## src/rtl/twb_pkg.sv

```systemverilog
// Shared constants and types of the two-wire bus clock and address block
package twb_pkg;
  localparam logic [31:0] ADDR_CLK_SEL = 32'hFFFFF344;
  localparam logic [31:0] ADDR_OWN = 32'hFFFFF346;
  localparam logic [31:0] ADDR_SHIFT = 32'hFFFFF348;
  localparam logic [31:0] ADDR_EXP = 32'hFFFFF34A;
  localparam int CS_SDA_LVL = 4;
  localparam int CS_SCL_LVL = 5;
  localparam int CS_FILT = 2;
  localparam int CS_SPEED = 3;
  localparam int EXP_CLX = 0;
  localparam logic [3:0] RST_CLK_SEL = 4'h0;
  localparam logic [7:0] RST_OWN = 8'h00;
  localparam logic RST_CLX = 1'b0;
  localparam logic [7:0] RST_SHIFT = 8'hFF;
  // Divisors of one transfer clock period
  localparam logic [7:0] DIV_STD_A = 8'h2C;
  localparam logic [7:0] DIV_STD_B = 8'h56;
  localparam logic [7:0] DIV_STD_C = 8'hAC;
  localparam logic [7:0] DIV_STD_TMR = 8'h42;
  localparam logic [7:0] DIV_HS_A = 8'h18;
  localparam logic [7:0] DIV_HS_C = 8'h30;
  localparam logic [7:0] DIV_HS_TMR = 8'h12;
  localparam logic [7:0] DIV_HS_X = 8'h0C;
  localparam logic [3:0] SEL_STD_A = 4'h0;
  localparam logic [3:0] SEL_STD_B = 4'h1;
  localparam logic [3:0] SEL_STD_C = 4'h2;
  localparam logic [3:0] SEL_STD_TMR = 4'h3;
  localparam logic [3:0] SEL_HS_A = 4'h4;
  localparam logic [3:0] SEL_HS_C = 4'h6;
  localparam logic [3:0] SEL_HS_TMR = 4'h7;
  localparam logic [3:0] SEL_HS_X = 4'hC;
  localparam logic [1:0] DIV_CODE_TMR = 2'h3;
  localparam logic [3:0] BIT_IDLE = 4'h0;
  localparam logic [3:0] BIT_FIRST = 4'h1;
  localparam logic [3:0] BIT_LAST = 4'h8;
  localparam logic [3:0] BIT_ACK = 4'h9;
  localparam int FILT_LEN_DEF = 2;
  localparam int FIFO_DEPTH_DEF = 32;
  localparam int DATA_W = 8;
  typedef enum logic [3:0] {
    M_IDLE, M_START, M_LOW, M_HIGH, M_WAIT,
    M_RS_LOW, M_RS_HIGH, M_STOP_LOW, M_STOP_HIGH
  } twb_mstate_t;
endpackage

```

## src/rtl/twb_stream_if.sv

```systemverilog
// Valid/ready byte stream between the core and its receive FIFO
`timescale 1ns/1ps
`default_nettype none
interface twb_stream_if #(parameter int W = 8);
  logic valid;
  logic ready;
  logic [W-1:0] data;
  modport src (output valid, output data, input ready);
  modport snk (input valid, input data, output ready);
endinterface
`default_nettype wire

```

## src/rtl/twb_line_sync.sv

```systemverilog
// Three-stage pin synchroniser with optional stability filter
`timescale 1ns/1ps
`default_nettype none
module twb_line_sync #(
  parameter int FILT_LEN = 2
) (
  input wire logic core_clk,
  input wire logic rst,
  input wire logic line_in,
  input wire logic filt_on,
  output logic level
);
  logic s1_q, s2_q, s3_q, lvl_q, lvl_d;
  logic [7:0] cnt_q, cnt_d;

  always_comb begin
    lvl_d = lvl_q;
    cnt_d = 8'h00;
    if (s2_q == s3_q && s3_q != lvl_q) begin
      if (!filt_on || cnt_q == 8'(FILT_LEN - 1)) begin
        lvl_d = s3_q;
      end else begin
        cnt_d = cnt_q + 8'h01;
      end
    end
  end

  always_ff @(posedge core_clk) begin
    if (rst) begin
      s1_q <= 1'b1;
      s2_q <= 1'b1;
      s3_q <= 1'b1;
      lvl_q <= 1'b1;
      cnt_q <= 8'h00;
    end else begin
      s1_q <= line_in;
      s2_q <= s1_q;
      s3_q <= s2_q;
      lvl_q <= lvl_d;
      cnt_q <= cnt_d;
    end
  end

  assign level = lvl_q;
endmodule
`default_nettype wire

```

## src/rtl/twb_fifo.sv

```systemverilog
// Receive byte FIFO, width and depth set by parameters
`timescale 1ns/1ps
`default_nettype none
module twb_fifo #(
  parameter int W = 8,
  parameter int DEPTH = 32
) (
  input wire logic core_clk,
  input wire logic rst,
  twb_stream_if.snk push,
  twb_stream_if.src pop
);
  localparam int AW = $clog2(DEPTH);
  logic [W-1:0] mem [DEPTH];
  logic [AW:0] wr_q, wr_d, rd_q, rd_d;
  logic full, empty, do_push, do_pop;

  assign empty = (wr_q == rd_q);
  assign full = (wr_q[AW-1:0] == rd_q[AW-1:0]) && (wr_q[AW] != rd_q[AW]);
  assign push.ready = !full;
  assign pop.valid = !empty;
  assign pop.data = mem[rd_q[AW-1:0]];
  assign do_push = push.valid && !full;
  assign do_pop = pop.ready && !empty;

  always_comb begin
    wr_d = do_push ? wr_q + (AW+1)'(1) : wr_q;
    rd_d = do_pop ? rd_q + (AW+1)'(1) : rd_q;
  end

  always_ff @(posedge core_clk) begin
    if (rst) begin
      wr_q <= '0;
      rd_q <= '0;
    end else begin
      wr_q <= wr_d;
      rd_q <= rd_d;
    end
  end

  always_ff @(posedge core_clk) begin
    if (do_push) begin
      mem[wr_q[AW-1:0]] <= push.data;
    end
  end
endmodule
`default_nettype wire

```

## src/rtl/twb_core.sv

```systemverilog
// Two-wire bus clock generation, line monitor, shifting and address match
// How it works
// - Clock select bit 5 shows sampled clock line while enabled, else zero.
// - Clock select bit 4 shows sampled data line while enabled, else zero.
// - Speed bit picks standard mode at 0, high-speed mode at 1.
// - Input filter acts only when enabled and high-speed mode selected.
// - Filter setting never changes the generated clock rate.
// - Standard mode divides main clock by 44, 86, 172 or timer by 66.
// - High-speed divides by 24, 48, timer by 18, or 12 when extended.
// - Timer pulse is taken internally without any pin setup.
// - Both lines only pulled low, never driven high.
// - Only the master makes start, address and stop and toggles the clock; a selected slave only holds it low to wait.
// - Receiver of a byte normally drives the acknowledge bit.
// - A low held clock stretches the cycle; master waits for release.
// - Data falling while clock high is a start, detected here.
// - Start trigger emits a start from idle only after a stop was seen.
// - Detected start sets the start seen flag.
// - First seven bits after start are the address.
// - Matching address selects the slave until next start or stop.
// - Address and direction go out from the shift register top bits.
// - Eighth address bit: zero master writes, one master reads.
// - Data rising while clock high is a stop, detected here.
// - Stop sets stop flag; cleared by disable, reset, next address clock.
// - Receiver pulls data low during the ninth clock.
`timescale 1ns/1ps
`default_nettype none
module twb_core
  import twb_pkg::*;
#(
  parameter int FILT_LEN = FILT_LEN_DEF,
  parameter int FIFO_DEPTH = FIFO_DEPTH_DEF
) (
  input wire logic core_clk,
  input wire logic rst,
  input wire logic [31:0] reg_addr,
  input wire logic reg_wr,
  input wire logic reg_rd,
  input wire logic [7:0] reg_wdata,
  output logic [7:0] reg_rdata,
  input wire logic unit_enable,
  input wire logic start_trigger,
  input wire logic stop_trigger,
  input wire logic timer_two_out,
  input wire logic scl_i,
  output logic scl_o,
  output logic scl_oe,
  input wire logic sda_i,
  output logic sda_o,
  output logic sda_oe,
  output logic start_seen_flag,
  output logic stop_seen_flag,
  output logic ack_seen_flag,
  output logic slave_selected,
  output logic master_busy,
  output logic rx_valid,
  input wire logic rx_ready,
  output logic [7:0] rx_data
);
  logic scl_lvl, sda_lvl, filt_on;
  logic scl_prev_q, sda_prev_q;
  logic scl_rise, scl_fall, start_det, stop_det;

  // Register file state
  logic [3:0] cs_q, cs_d;
  logic clx_q, clx_d;
  logic [7:0] own_q, own_d;
  logic [7:0] rdata_q, rdata_d;
  logic wr_cs, wr_own, wr_sh, wr_exp;
  logic [7:0] cs_view;

  // Byte engine state
  logic [7:0] sh_q, sh_d;
  logic [3:0] bit_q, bit_d;
  logic in_addr_q, in_addr_d;
  logic tx_q, tx_d;
  logic sel_q, sel_d;
  logic ack_drv_q, ack_drv_d;
  logic std_q, std_d;
  logic spd_q, spd_d;
  logic ackd_q, ackd_d;
  logic pend_q, pend_d;
  logic wait_q, wait_d;
  logic obit_q, obit_d;
  logic push_rdy;

  // Master clock generator state
  twb_mstate_t mst_q, mst_d;
  logic mbusy_q, mbusy_d;
  logic [7:0] cnt_q, cnt_d;
  logic tm2_prev_q;
  logic [7:0] div, half_m1;
  logic use_tmr, tick, half_done, start_go;
  logic m_scl_low, m_sda_low, eng_drv_ok, eng_sda_low;

  twb_stream_if #(.W(DATA_W)) push_if ();
  twb_stream_if #(.W(DATA_W)) pop_if ();

  assign filt_on = cs_q[CS_FILT] && cs_q[CS_SPEED];

  twb_line_sync #(.FILT_LEN(FILT_LEN)) u_scl_sync (
    .core_clk(core_clk),
    .rst(rst),
    .line_in(scl_i),
    .filt_on(filt_on),
    .level(scl_lvl)
  );

  twb_line_sync #(.FILT_LEN(FILT_LEN)) u_sda_sync (
    .core_clk(core_clk),
    .rst(rst),
    .line_in(sda_i),
    .filt_on(filt_on),
    .level(sda_lvl)
  );

  twb_fifo #(.W(DATA_W), .DEPTH(FIFO_DEPTH)) u_rx_fifo (
    .core_clk(core_clk),
    .rst(rst),
    .push(push_if.snk),
    .pop(pop_if.src)
  );

  assign push_if.valid = pend_q;
  assign push_if.data = sh_q;
  assign push_rdy = push_if.ready;
  assign rx_valid = pop_if.valid;
  assign rx_data = pop_if.data;
  assign pop_if.ready = rx_ready;

  assign scl_rise = scl_lvl && !scl_prev_q;
  assign scl_fall = !scl_lvl && scl_prev_q;
  assign start_det = scl_lvl && scl_prev_q && sda_prev_q && !sda_lvl;
  assign stop_det = scl_lvl && scl_prev_q && !sda_prev_q && sda_lvl;

  // ---------------- Registers ----------------
  assign wr_cs = reg_wr && reg_addr == ADDR_CLK_SEL;
  assign wr_own = reg_wr && reg_addr == ADDR_OWN;
  assign wr_sh = reg_wr && reg_addr == ADDR_SHIFT;
  assign wr_exp = reg_wr && reg_addr == ADDR_EXP;

  always_comb begin
    cs_view = {2'b00, unit_enable && scl_lvl, unit_enable && sda_lvl, cs_q};
    cs_d = wr_cs ? reg_wdata[3:0] : cs_q;
    clx_d = wr_exp ? reg_wdata[EXP_CLX] : clx_q;
    own_d = wr_own ? reg_wdata : own_q;
    rdata_d = rdata_q;
    if (reg_rd) begin
      case (reg_addr)
        ADDR_CLK_SEL: rdata_d = cs_view;
        ADDR_OWN: rdata_d = own_q;
        ADDR_SHIFT: rdata_d = sh_q;
        ADDR_EXP: rdata_d = {7'h00, clx_q};
        default: rdata_d = 8'h00;
      endcase
    end
  end

  always_ff @(posedge core_clk) begin
    if (rst) begin
      cs_q <= RST_CLK_SEL;
      clx_q <= RST_CLX;
      own_q <= RST_OWN;
      rdata_q <= 8'h00;
    end else begin
      cs_q <= cs_d;
      clx_q <= clx_d;
      own_q <= own_d;
      rdata_q <= rdata_d;
    end
  end

  assign reg_rdata = rdata_q;

  // ---------------- Clock divider ----------------
  // Prohibited codes fall back to the slowest rate rather than an untested one
  always_comb begin
    case ({clx_q, cs_q[CS_SPEED], cs_q[1:0]})
      SEL_STD_A: div = DIV_STD_A;
      SEL_STD_B: div = DIV_STD_B;
      SEL_STD_C: div = DIV_STD_C;
      SEL_STD_TMR: div = DIV_STD_TMR;
      SEL_HS_A: div = DIV_HS_A;
      SEL_HS_C: div = DIV_HS_C;
      SEL_HS_TMR: div = DIV_HS_TMR;
      SEL_HS_X: div = DIV_HS_X;
      default: div = DIV_STD_C;
    endcase
  end

  // Divider ignores the filter bit, so the rate holds either way
  assign half_m1 = {1'b0, div[7:1]} - 8'h01;
  assign use_tmr = !clx_q && cs_q[1:0] == DIV_CODE_TMR;
  assign tick = use_tmr ? (timer_two_out && !tm2_prev_q) : 1'b1;
  assign half_done = tick && cnt_q == half_m1;
  assign start_go = start_trigger && spd_q && unit_enable;

  // ---------------- Master sequencer ----------------
  always_comb begin
    mst_d = mst_q;
    mbusy_d = mbusy_q;
    cnt_d = tick ? cnt_q + 8'h01 : cnt_q;
    case (mst_q)
      M_IDLE: begin
        cnt_d = 8'h00;
        if (start_go) begin
          mst_d = M_START;
          mbusy_d = 1'b1;
        end
      end
      M_START: if (half_done) mst_d = M_LOW;
      M_LOW: if (half_done) mst_d = M_HIGH;
      M_HIGH: begin
        // Hold the count while the clock line still reads low, so a held clock stretches the phase
        if (half_done && !scl_lvl) begin
          cnt_d = cnt_q;
        end else if (half_done) begin
          mst_d = (bit_q == BIT_ACK) ? M_WAIT : M_LOW;
        end
      end
      M_WAIT: begin
        cnt_d = 8'h00;
        if (stop_trigger) begin
          mst_d = M_STOP_LOW;
        end else if (start_trigger) begin
          mst_d = M_RS_LOW;
        end else if (wr_sh) begin
          mst_d = M_LOW;
        end
      end
      M_RS_LOW: if (half_done) mst_d = M_RS_HIGH;
      M_RS_HIGH: begin
        if (!scl_lvl) begin
          cnt_d = 8'h00;
        end else if (half_done) begin
          mst_d = M_START;
        end
      end
      M_STOP_LOW: if (half_done) mst_d = M_STOP_HIGH;
      M_STOP_HIGH: begin
        if (!scl_lvl) begin
          cnt_d = 8'h00;
        end else if (half_done) begin
          mst_d = M_IDLE;
          mbusy_d = 1'b0;
        end
      end
      default: mst_d = M_IDLE;
    endcase
    if (mst_d != mst_q) begin
      cnt_d = 8'h00;
    end
    if (!unit_enable) begin
      mst_d = M_IDLE;
      mbusy_d = 1'b0;
      cnt_d = 8'h00;
    end
  end

  always_ff @(posedge core_clk) begin
    if (rst) begin
      mst_q <= M_IDLE;
      mbusy_q <= 1'b0;
      cnt_q <= 8'h00;
      tm2_prev_q <= 1'b0;
    end else begin
      mst_q <= mst_d;
      mbusy_q <= mbusy_d;
      cnt_q <= cnt_d;
      tm2_prev_q <= timer_two_out;
    end
  end

  // Master holds the clock low in low phases and keeps data low around edges
  assign m_scl_low = mst_q inside {M_LOW, M_WAIT, M_RS_LOW, M_STOP_LOW};
  assign m_sda_low = mst_q inside {M_START, M_STOP_LOW, M_STOP_HIGH};
  assign eng_drv_ok = !(mst_q inside {M_RS_LOW, M_RS_HIGH, M_STOP_LOW, M_STOP_HIGH});

  // ---------------- Byte engine ----------------
  always_comb begin
    sh_d = wr_sh ? reg_wdata : sh_q;
    bit_d = bit_q;
    in_addr_d = in_addr_q;
    tx_d = tx_q;
    sel_d = sel_q;
    ack_drv_d = ack_drv_q;
    std_d = std_q;
    spd_d = spd_q;
    ackd_d = ackd_q;
    pend_d = pend_q && !push_rdy;
    wait_d = wait_q && !wr_sh;
    // Next data bit is taken up only while the clock line reads low
    obit_d = scl_lvl ? obit_q : sh_q[7];
    if (!unit_enable) begin
      bit_d = BIT_IDLE;
      in_addr_d = 1'b0;
      tx_d = 1'b0;
      sel_d = 1'b0;
      ack_drv_d = 1'b0;
      std_d = 1'b0;
      spd_d = 1'b0;
      ackd_d = 1'b0;
      pend_d = 1'b0;
      wait_d = 1'b0;
    end else if (start_det) begin
      std_d = 1'b1;
      in_addr_d = 1'b1;
      bit_d = BIT_IDLE;
      sel_d = 1'b0;
      ack_drv_d = 1'b0;
      tx_d = mbusy_q;
      wait_d = 1'b0;
    end else if (stop_det) begin
      spd_d = 1'b1;
      std_d = 1'b0;
      sel_d = 1'b0;
      bit_d = BIT_IDLE;
      in_addr_d = 1'b0;
      ack_drv_d = 1'b0;
      tx_d = 1'b0;
      wait_d = 1'b0;
    end else if (scl_rise && bit_q != BIT_IDLE) begin
      if (bit_q == BIT_FIRST) begin
        if (in_addr_q) begin
          spd_d = 1'b0;
        end else begin
          std_d = 1'b0;
        end
      end
      if (bit_q == BIT_ACK) begin
        ackd_d = !sda_lvl;
      end else begin
        sh_d = {sh_q[6:0], sda_lvl};
      end
    end else if (scl_fall && (bit_q != BIT_IDLE || in_addr_q)) begin
      bit_d = bit_q + 4'h1;
      if (bit_q == BIT_LAST) begin
        if (in_addr_q) begin
          if (mbusy_q) begin
            tx_d = !sh_q[0];
          end else if (sh_q[7:1] == own_q[7:1]) begin
            sel_d = 1'b1;
            tx_d = sh_q[0];
            ack_drv_d = 1'b1;
          end
        end else if (!tx_q && (mbusy_q || sel_q)) begin
          ack_drv_d = 1'b1;
          pend_d = 1'b1;
        end
      end else if (bit_q == BIT_ACK) begin
        bit_d = BIT_FIRST;
        ack_drv_d = 1'b0;
        in_addr_d = 1'b0;
        if (sel_q && tx_q) begin
          wait_d = ackd_q;
          tx_d = ackd_q;
        end
      end
    end
  end

  always_ff @(posedge core_clk) begin
    if (rst) begin
      sh_q <= RST_SHIFT;
      bit_q <= BIT_IDLE;
      in_addr_q <= 1'b0;
      tx_q <= 1'b0;
      sel_q <= 1'b0;
      ack_drv_q <= 1'b0;
      std_q <= 1'b0;
      spd_q <= 1'b0;
      ackd_q <= 1'b0;
      pend_q <= 1'b0;
      wait_q <= 1'b0;
      obit_q <= 1'b1;
      scl_prev_q <= 1'b1;
      sda_prev_q <= 1'b1;
    end else begin
      sh_q <= sh_d;
      bit_q <= bit_d;
      in_addr_q <= in_addr_d;
      tx_q <= tx_d;
      sel_q <= sel_d;
      ack_drv_q <= ack_drv_d;
      std_q <= std_d;
      spd_q <= spd_d;
      ackd_q <= ackd_d;
      pend_q <= pend_d;
      wait_q <= wait_d;
      obit_q <= obit_d;
      scl_prev_q <= scl_lvl;
      sda_prev_q <= sda_lvl;
    end
  end

  // Data only changes while the synchronised clock level reads low, so edges stay clean
  assign eng_sda_low = eng_drv_ok && ((ack_drv_q && bit_q == BIT_ACK)
    || (tx_q && (mbusy_q || sel_q) && bit_q >= BIT_FIRST && bit_q <= BIT_LAST
    && !obit_q));

  // Open drain: the output value is always low, only the enable moves
  assign scl_o = 1'b0;
  assign sda_o = 1'b0;
  assign scl_oe = unit_enable && (m_scl_low || wait_q || pend_q);
  assign sda_oe = unit_enable && (m_sda_low || eng_sda_low);

  assign start_seen_flag = std_q;
  assign stop_seen_flag = spd_q;
  assign ack_seen_flag = ackd_q;
  assign slave_selected = sel_q;
  assign master_busy = mbusy_q;
endmodule
`default_nettype wire

```

## config.mk

```make
export PLATFORM = sky130hd
export DESIGN_NAME = twb_core
export DESIGN_NICKNAME = d
export VERILOG_FILES = /design/src/rtl/twb_pkg.sv /design/src/rtl/twb_stream_if.sv /design/src/rtl/twb_line_sync.sv /design/src/rtl/twb_fifo.sv /design/src/rtl/twb_core.sv
export SDC_FILE = /design/constraint.sdc
export NUM_CORES = 1
export LEC_CHECK = 0
export ABC_AREA = 0
export BUFFER_PORTS_ARGS = -buffer_cell sky130_fd_sc_hd__buf_2
export CAP_MARGIN = 10
export CORE_UTILIZATION = 32
export CTS_CLUSTER_DIAMETER = 30
export DETAILED_ROUTE_END_ITERATION = 8
export SLEW_MARGIN = 20
export SYNTH_ARGS = -nofsm -noshare
export SYNTH_HDL_FRONTEND = slang
export SYNTH_SLANG_ARGS = --single-unit
```

## constraint.sdc

```tcl
create_clock -name core_clk -period 3.7 [get_ports core_clk]
set_input_delay 0.185 -clock core_clk [delete_from_list [all_inputs] [get_ports core_clk]]
set_output_delay 0.185 -clock core_clk [all_outputs]
set_load 0.01 [all_outputs]
```

# Word-level counts from Yosys, hierarchy flattened
# Memory sizes are Yosys's and may differ from the RTL's. A register that Yosys moved wholly into a read port is not among the register bits.
# Cells that the tools add are included.
# word_totals
reg_bits,95
ram_bits,256
romBits,112
input_bits,51
out_inout_bits,26
word_cells,267
memories,2
# mem_list
name,words,word_bits,rd,rd_clocked_by_memory_dff,write_ports,line,source
u_rx_fifo.mem,32,8,1,1,1,twb_fifo.sv:14,logic [W-1:0] mem [DEPTH];
(name not given),16,7,1,0,0,twb_core.sv:177,"case ({clx_q, cs_q[CS_SPEED], cs_q[1:0]})"
# classes
addsub,7
n_lt_le_gt_ge,2
n_eq_ne,40
n_mux,80
n_bitwise,7
n_reduce_logical,95
# op_table
operator,n
$eq 32x32->1 const B,4
$mux 8,9
$mux 4,16
$mux 1,48
$logic_and 1x1->1,39
$pmux 4 s9,1
$pmux 8 s4,1
$add 8x1->8 const B,3
$pmux 8 s3,1
$reduce_bool 4->1,5
$reduce_and 6->1,3
$eq 4x3->1 const B,4
$eq 8x1->1 const B,2
$reduce_and 4->1,4
$reduce_bool 3->1,5
$logic_not 1->1,14
$add 6x1->6 const B,2
$eq 4x4->1 const B,3
$ne 3x3->1 const B,4
$mux 5,2
$reduce_bool 2->1,5
$reduce_or 3->1,3
$eq 4x1->1 const B,2
$eq 4x2->1 const B,2
other kinds (26),49

# Logic depth before layout (Yosys ltp)
# Gate-level depths: netlist of the first run.
# logic_depth
word_depth,10
ltp_mapped,13
ltp_nobuf,11

# By module
# From an unflattened synthesis of the first run, not the netlist that was laid out.
# hier_totals
cells_unflattened,1061
area_unflattened_um2,15417.3
# modules_own_cells
module,n_inst,cells_per_inst,area_each_um2,seq_area_each_um2
twb_fifo,1,493,10680.2,8027.7
twb_core,1,460,3663.5,1181.1
twb_line_sync,2,54,536.8,240.2

# Worst setup path after synthesis of the first run
# No wires, ideal clock.
# synth_timing
path_type,register -> register
startpoint,register cs_q[0]
endpoint,register cnt_q[4]
setup_time_ns,0.086
t_arrival_ns,2.592
t_required_ns,3.614
setup_slack_ns,1.022
stages_incl_launch_ff,12
n_path_buf,0
synth_period_minus_slack_ns,2.678
path_cell_list,dfxtp_1 -> ha_1 -> nand2_1 -> a21oi_1 -> inv_1 -> ha_1 -> xnor2_1 -> nor3_1 -> and3_1 -> o2111a_2 -> or4_1 -> a211oi_1
# synth_between
elab_chain_cells,9
word_cells_on_any_way,26
classes_between,1 x add/sub; 4 x eq/ne; 16 x mux; 4 x reduce/logical; 1 x memory
# synth_lines
element,line,source
from (decl),twb_core.sv:64,"logic [3:0] cs_q, cs_d;"
from (signal assigned),twb_core.sv:165,cs_q <= cs_d;
$mem_v2 16x7 / $eq 2x2->1 (equally long branches),n/a,
$sub 7x1->8 / $logic_and 1x1->1 (equally long branches),"twb_core.sv:191, twb_core.sv:192",
$eq 8x8->1 / $mux 1 (equally long branches),"twb_core.sv:194, twb_core.sv:193",
$logic_and 1x1->1,twb_core.sv:194,assign half_done = tick && cnt_q == half_m1;
"$mux 4, or another cell as far along",twb_core.sv:242,end else if (half_done) begin
$mux 4 (on tied branches),"twb_core.sv:240, twb_core.sv:214, twb_core.sv:232",
$pmux 4 s9,twb_core.sv:202,case (mst_q)
$ne 4x4->1,twb_core.sv:249,if (mst_d != mst_q) begin
$reduce_or 3->1 (no source line),n/a,
to (signal assigned),twb_core.sv:268,cnt_q <= cnt_d;
to (decl),twb_core.sv:89,"logic [7:0] cnt_q, cnt_d;"
# Parallel ways exist; a longest one is shown, timed or not. The select of a mux whose other input is x is not followed.
# A chain may end at the register's enable or synchronous reset.

==> results of run 1 <==
[cells by family after synthesis]
kind of cell / Yosys count / share of synthesized area
simple gates: 321 / 0.109
other cells: 1 / 0.000246
flops: 356 / 0.636
xor+xnor: 45 / 0.0259
compound gates: 129 / 0.0583
buf+inv: 75 / 0.0214
mux: 102 / 0.133
fa+ha+maj: 19 / 0.0156
[metrics by stage]
stage / hold slack, ns / instances
floorplan: 0.289 / 1049
detailed placement: 0.374 / 1721
CTS: 0.0195 / 1859
global placement: 0.374 / 1721
finish: 0.0314 / 1859
global route: 0.0631 / 1859
[layout by cell type (no fill, tap or decap), types with 6 or more instances in the layout]
master         netlist  final
edfxtp_1           256    256
nor2_1             110    110
dfxtp_1            100     98
mux4_2              80     80
buf_2                9     74
clkbuf_16            0     71
nand2_1             48     48
a21oi_1             40     40
buf_4                5     40
nand3_1             37     37
xor2_1              28     28
inv_1               21     21
ha_1                19     19
xnor2_1             17     17
mux2i_1             13     13
or2_2               13     13
nor2b_1             13     13
o21ai_0             13     13
nand4_1             13     13
bufinv_16            0     12
clkinv_2             0     12
and3_1              11     11
dlygate4sd3_1        0     11
nand2b_1            10     10
nor3_1               9      9
mux2_2               9      9
a211oi_1             9      9
or2_1                8      8
clkinvlp_4           0      8
a2bb2oi_1            7      7
or3_1                6      6
or4_1                6      6
o31ai_1              6      6
[sequential cells by signal, summed over array words and instances (netlist names), 4 cells and up, named ones only]
signal / flops
bit_q: 4
u_rx_fifo.mem: 256
cs_q: 4
mst_q: 4
cnt_q: 8
u_scl_sync.cnt_q: 8
reg_rdata: 8
u_rx_fifo.wr_q: 6
u_rx_fifo.rd_q: 6
own_q: 8
push_if.data: 8
u_sda_sync.cnt_q: 8
[critical path: cells and delay by family, from the launching register on]
family   cells  cell delay (ns)
buf+inv      2             0.40
mux          3             1.41
flops        1             0.73
[layer usage]
metal	GRT usage	up-vias	part of all wire
met5	0	-	0
met1	0.205	4752	0.46
met4	0.0439	0	0.018
met3	0.0293	53	0.053
li1	-	4354	-
met2	0.225	267	0.47
[worst min-delay path by stage]
stage                 from               to  slack [ns]
finish              reg_rd     reg_rdata[0]        0.03
global route        reg_wr         own_q[2]        0.06
CTS                 reg_rd     reg_rdata[0]        0.02
detailed placement   sda_i  u_sda_sync.s1_q        0.37
global placement     scl_i  u_scl_sync.s1_q        0.37
floorplan            scl_i  u_scl_sync.s1_q        0.29
[where the power goes]
| part | switching (uW) | internal (uW) | total, uW |
|---|---|---|---|
| clock | 2090 | 4400 | 6490 |
| combinational | 44.1 | 36.7 | 80.8 |
| sequential | 2.01 | 4230 | 4230 |
[Yosys cell counts (6+ instances only)]
cell type and instances:
xor2_1 28, or2_1 8, inv_1 21, buf_2 9
nand4_1 13, ha_1 19, or3_1 6, edfxtp_1 256
mux2_2 9, nand2b_1 10, a211oi_1 9, mux4_2 80
o31ai_1 6, or4_1 6, mux2i_1 13, nor3_1 9
dfxtp_1 100, clkbuf_1 31, a21oi_1 40, nor2_1 110
nand2_1 48, and3_1 11, nand3_1 37, a2bb2oi_1 7
xnor2_1 17, o21ai_0 13, nor2b_1 13, or2_2 13
[final cells by class]
type	instances	area [um2]	share of cell area
flip-flops and latches	356	9690	0.509
multi-input cells	618	5230	0.274
clock buffers	78	1820	0.0957
repair buffers	128	841	0.0441
well taps	607	759	0.0399
clock inverters	49	627	0.0329
inverters	23	86.3	0.00453
==> flow_metrics.env, run 1 <==
export IMPL_yosysSeqAreaShare=0.636
export IMPL_cts_tree="built"
export IMPL_die_h_um=220
export IMPL_rows=79
export IMPL_drv_cap=0
export IMPL_worstSetupPathType="reg2out"
export IMPL_peakVddDrop_uv=443
export IMPL_status="complete, but fails checks"
export IMPL_antenna_found_initial=1
export IMPL_r2r_slack_ns=0.64
export IMPL_die_width_um=220
export IMPL_post_place_ws_ns=0.636
export IMPL_ios=77
export IMPL_r2r_start="cs_q[0]"
export IMPL_die_area_mm2=0.0485
export IMPL_fin_skew_ns=0.0216
export IMPL_grt_overflow_total=0
export IMPL_worstPathRequired_ns=3.51
export IMPL_first_global_vias=9339
export IMPL_finalSetupViolations=0
export IMPL_gp_congestion=0.859
export IMPL_p_leak_uw=0.00633
export IMPL_worst_hold_path_type="in2reg"
export IMPL_async_flop_share=0
export IMPL_total_power_uw=10800
export IMPL_clk_path_buf_depth=3
export IMPL_hold_violations=0
export IMPL_crit_chain="buf_12, mux4_2, mux4_2, mux2_2, buf_2"
export IMPL_worst_r2r_endpoint="cnt_q[6]"
export IMPL_synthToLayoutAreaGrowth_pct=25.1
export IMPL_drt_iter0_drc=724
export IMPL_track_usage=0.145
export IMPL_cts_buffers=70
export IMPL_synth_top_area_frac=0.504
export IMPL_cp_end_kind="output pin"
export IMPL_r2r_worst_path_cells=11
export IMPL_period_minus_slack_ns=3.29
export IMPL_core_area_mm2=0.0468
export IMPL_h_tree_depth=3
export IMPL_cp_start_kind="flop"
export IMPL_period_share=0.890
export IMPL_post_cts_buffers=0
export IMPL_powerDensity_mw_per_mm2=567
export IMPL_post_cts_resized=0
export IMPL_syn_instance_count=1048
export IMPL_maxSlewViolCount=0
export IMPL_ys_top_cells_by_area="edfxtp_1, dfxtp_1, mux4_2, nor2_1, xor2_1"
export IMPL_post_route_util=0.408
export IMPL_avgSynthCellArea_um2=14.5
export IMPL_cts_root_buf="clkbuf_16"
export IMPL_fillerInstances=4248
export IMPL_synth_edf_count=256
export IMPL_synth_distinct_cells=79
export IMPL_cp_endpoint="rx_data[6]"
export IMPL_via_count=9426
export IMPL_detailed_place_hpwl_um=22000
export IMPL_drt_antenna_violating_nets=0
export IMPL_max_freq_mhz=304
export IMPL_tightest_slew_ns=0.828
export IMPL_numClockSinks=356
export IMPL_fin_area_mm2=0.0191
export IMPL_clk_pin_slew_worst_paths_ns=0.05
export IMPL_drc=2
export IMPL_grt_max_degree=65
export IMPL_drt_wl_total_um=34700
export IMPL_netlist_area_mm2=0.0152
export IMPL_grt_setup_unrepaired="no"
export IMPL_num_nets_final=1267
export IMPL_synth_top_area_cell="edfxtp_1"
export IMPL_insertion_delay_ns=0.57
export IMPL_crit_path_frequent_cell="mux4_2"
export IMPL_floorplan_initialDensity=0.326
export IMPL_worst_slack_ns=0.407
export IMPL_via_per_inst=5.07
export IMPL_cpMaxStageDelayCell="dfxtp_4"
export IMPL_cts_hold_buf=11
export IMPL_grt_pass1_wl_um=54100
export IMPL_synth_flop_cell="edfxtp_1"
export IMPL_synth_warnings=0
export IMPL_drive_gt1_frac=0.284
export IMPL_placed_area_mm2=0.0165
export IMPL_slowest_delay_ns=0.73
export IMPL_worstPathMaxFanout=26
export IMPL_n_antenna_cell=0
export IMPL_violations="design-rule violations"
export IMPL_io_buffer_count=74
export IMPL_yosys_register_bits=356
export IMPL_maxSlewHeadroom=0.446
export IMPL_drtPass1Iterations=7
export IMPL_post_drt_wl_per_cell_um=18.7
export IMPL_whs_path_depth=4
export IMPL_fin_setup_tns_ns=0
export IMPL_worstPathArrival_ns=3.11
(Power assumes the default switching activity.)
==> run 2, diff against run 1 <==
Settings changed: CORE_MARGIN set to 1.5.
Clock period 3.7 ns to 3.55 ns, I/O delays scaled along.
==> flow_metrics.env, run 2 (same netlist as run 1, synthesis figures left out) <==
export IMPL_maxSlewViolCount=0
export IMPL_p_switching_uw=2220
export IMPL_hold_violations=0
export IMPL_core_area_mm2=0.0468
export IMPL_cp_end_kind="output pin"
export IMPL_switching_share=0.199
export IMPL_post_cts_resized=0
export IMPL_maxSlewHeadroom=0.439
export IMPL_cts_buffers=70
export IMPL_worstPathRequired_ns=3.37
export IMPL_fin_skew_ns=0.0255
export IMPL_finalNonFillerCells=1859
export IMPL_drc=0
export IMPL_hold_end="own_q[2]"
export IMPL_grt_max_degree=58
export IMPL_via_per_inst=5.10
export IMPL_cts_tree="built"
export IMPL_worstPathMaxFanout=24
export IMPL_fin_setup_tns_ns=0
export IMPL_cts_root_buf="clkbuf_16"
export IMPL_clk_pin_slew_worst_paths_ns=0.05
export IMPL_r2r_slack_ns=0.50
export IMPL_via_count=9483
export IMPL_whs_path_depth=3
export IMPL_powerDensity_mw_per_mm2=585
export IMPL_drive_gt1_frac=0.275
export IMPL_worstPathArrival_ns=3.09
export IMPL_peakVddDrop_uv=322
export IMPL_clk_path_buf_depth=3
export IMPL_floorplan_initialDensity=0.326
export IMPL_insertion_delay_ns=0.57
export IMPL_cts_hold_buf=13
export IMPL_power_frac_seq=0.396
export IMPL_rows=79
export IMPL_mostFrequentLayoutCells="edfxtp_1, nor2_1, dfxtp_1, mux4_2, buf_2"
export IMPL_first_global_vias=9599
export IMPL_numClockSinks=356
export IMPL_grt_setup_unrepaired="no"
export IMPL_detailed_place_hpwl_um=22600
export IMPL_antenna_found_initial=1
export IMPL_drtPass1Iterations=5
export IMPL_status="completed"
export IMPL_r2r_worst_path_cells=11
export IMPL_grt_overflow_total=0
export IMPL_tightest_slew_ns=0.839
export IMPL_max_freq_mhz=306
export IMPL_drt_iter0_drc=772
export IMPL_worst_r2r_endpoint="cnt_q[4]"
export IMPL_p_int_uw=8910
export IMPL_n_antenna_cell=0
export IMPL_io_buffer_count=74
export IMPL_pwr_share_clk=0.596
export IMPL_r2r_start="cs_q[0]"
export IMPL_dp_cells=1717
export IMPL_h_tree_depth=3
export IMPL_combinationalPowerShare=0.008
export IMPL_period_minus_slack_ns=3.27
export IMPL_die_h_um=221
export IMPL_die_width_um=221
export IMPL_hold_start="reg_wr"
export IMPL_ios=77
export IMPL_drt_antenna_violating_nets=0
export IMPL_synthToLayoutAreaGrowth_pct=24.8
export IMPL_p_leak_uw=0.00629
export IMPL_final_common_cell="edfxtp_1"
export IMPL_die_area_mm2=0.0489
export IMPL_worstSetupPathType="reg2out"
export IMPL_track_usage=0.146
export IMPL_post_drt_wl_per_cell_um=19.1
export IMPL_finalSetupViolations=0
export IMPL_worst_hold_path_type="in2reg"
export IMPL_gp_congestion=0.876
export IMPL_drt_wl_total_um=35500
export IMPL_largest_register_ffs=256
export IMPL_post_cts_buffers=0
export IMPL_drv_cap=0
export IMPL_period_share=0.921
export IMPL_cp_start_kind="flop"
export IMPL_grt_pass1_wl_um=55800
export IMPL_num_nets_final=1265
==> run 2: changes by cell type in the layout (fill, tap and decap cells not counted), sizes merged <==
cell	change
clkinvlp	-3
inv	+4
buf	-4
dlygate4sd3	+2
clkinv	-8
bufinv	-3
clkbuf	+12
==> run 2: worst max-delay path by stage <==
stage                     startpoint    endpoint  slack (ns)  cells past startpoint
after floorplan              cs_q[0]    cnt_q[4]        0.87                     11
after global placement       cs_q[0]    cnt_q[6]        0.56                     11
after detailed placement     cs_q[0]    cnt_q[4]        0.50                     11
after CTS                       flop  rx_data[2]        0.23                      5
after global routing            flop  rx_data[5]        0.17                      5
final                           flop  rx_data[2]        0.28                      5
==> run 2: power by group through the flow <==
stage	logic, uW	registers [uW]	clock network [uW]
after global placement	73.4	4490	0
after CTS	86.3	4410	6740
after detailed placement	74.5	4490	0
final	85.7	4410	6630
after global routing	92.7	4410	6930
after floorplan	31.2	4490	0
==> run 2: worst max-delay path, cell delays in order, from the launching register on <==
cell and delay (ns):
dfxtp_4 0.64, buf_12 0.29, mux4_2 0.59, mux4_2 0.52
mux2_2 0.32, buf_2 0.15
==> run 2: layout make-up <==
cell class | instances | area (um2)
clock buffers | 90 | 1900
clock inverters | 39 | 504
fillers | 4270 | 27700
inverters | 23 | 86.3
multi-input cells | 618 | 5230
flip-flops and latches | 356 | 9690
well taps | 607 | 759
repair buffers | 126 | 843
==> run 2: through the flow <==
stage / hold slack [ns] / utilization / setup WS [ns] / area [um2] / total power [uW]
global placement: 0.364 / 0.353 / 0.560 / 16500 / 4560
CTS: 0.0113 / 0.407 / 0.226 / 19000 / 11200
detailed placement: 0.365 / 0.353 / 0.498 / 16500 / 4560
finish: 0.0410 / 0.407 / 0.282 / 19000 / 11100
global route: 0.0444 / 0.407 / 0.171 / 19000 / 11400
floorplan: 0.281 / - / 0.872 / 15200 / 4520
==> run 2: layer usage <==
layer	track usage	vias to the layer above	part of all wire
met4	0.0545	2	0.024
met1	0.202	4750	0.45
met3	0.0336	67	0.068
met2	0.225	315	0.46
met5	0	-	0.00034
li1	-	4349	-
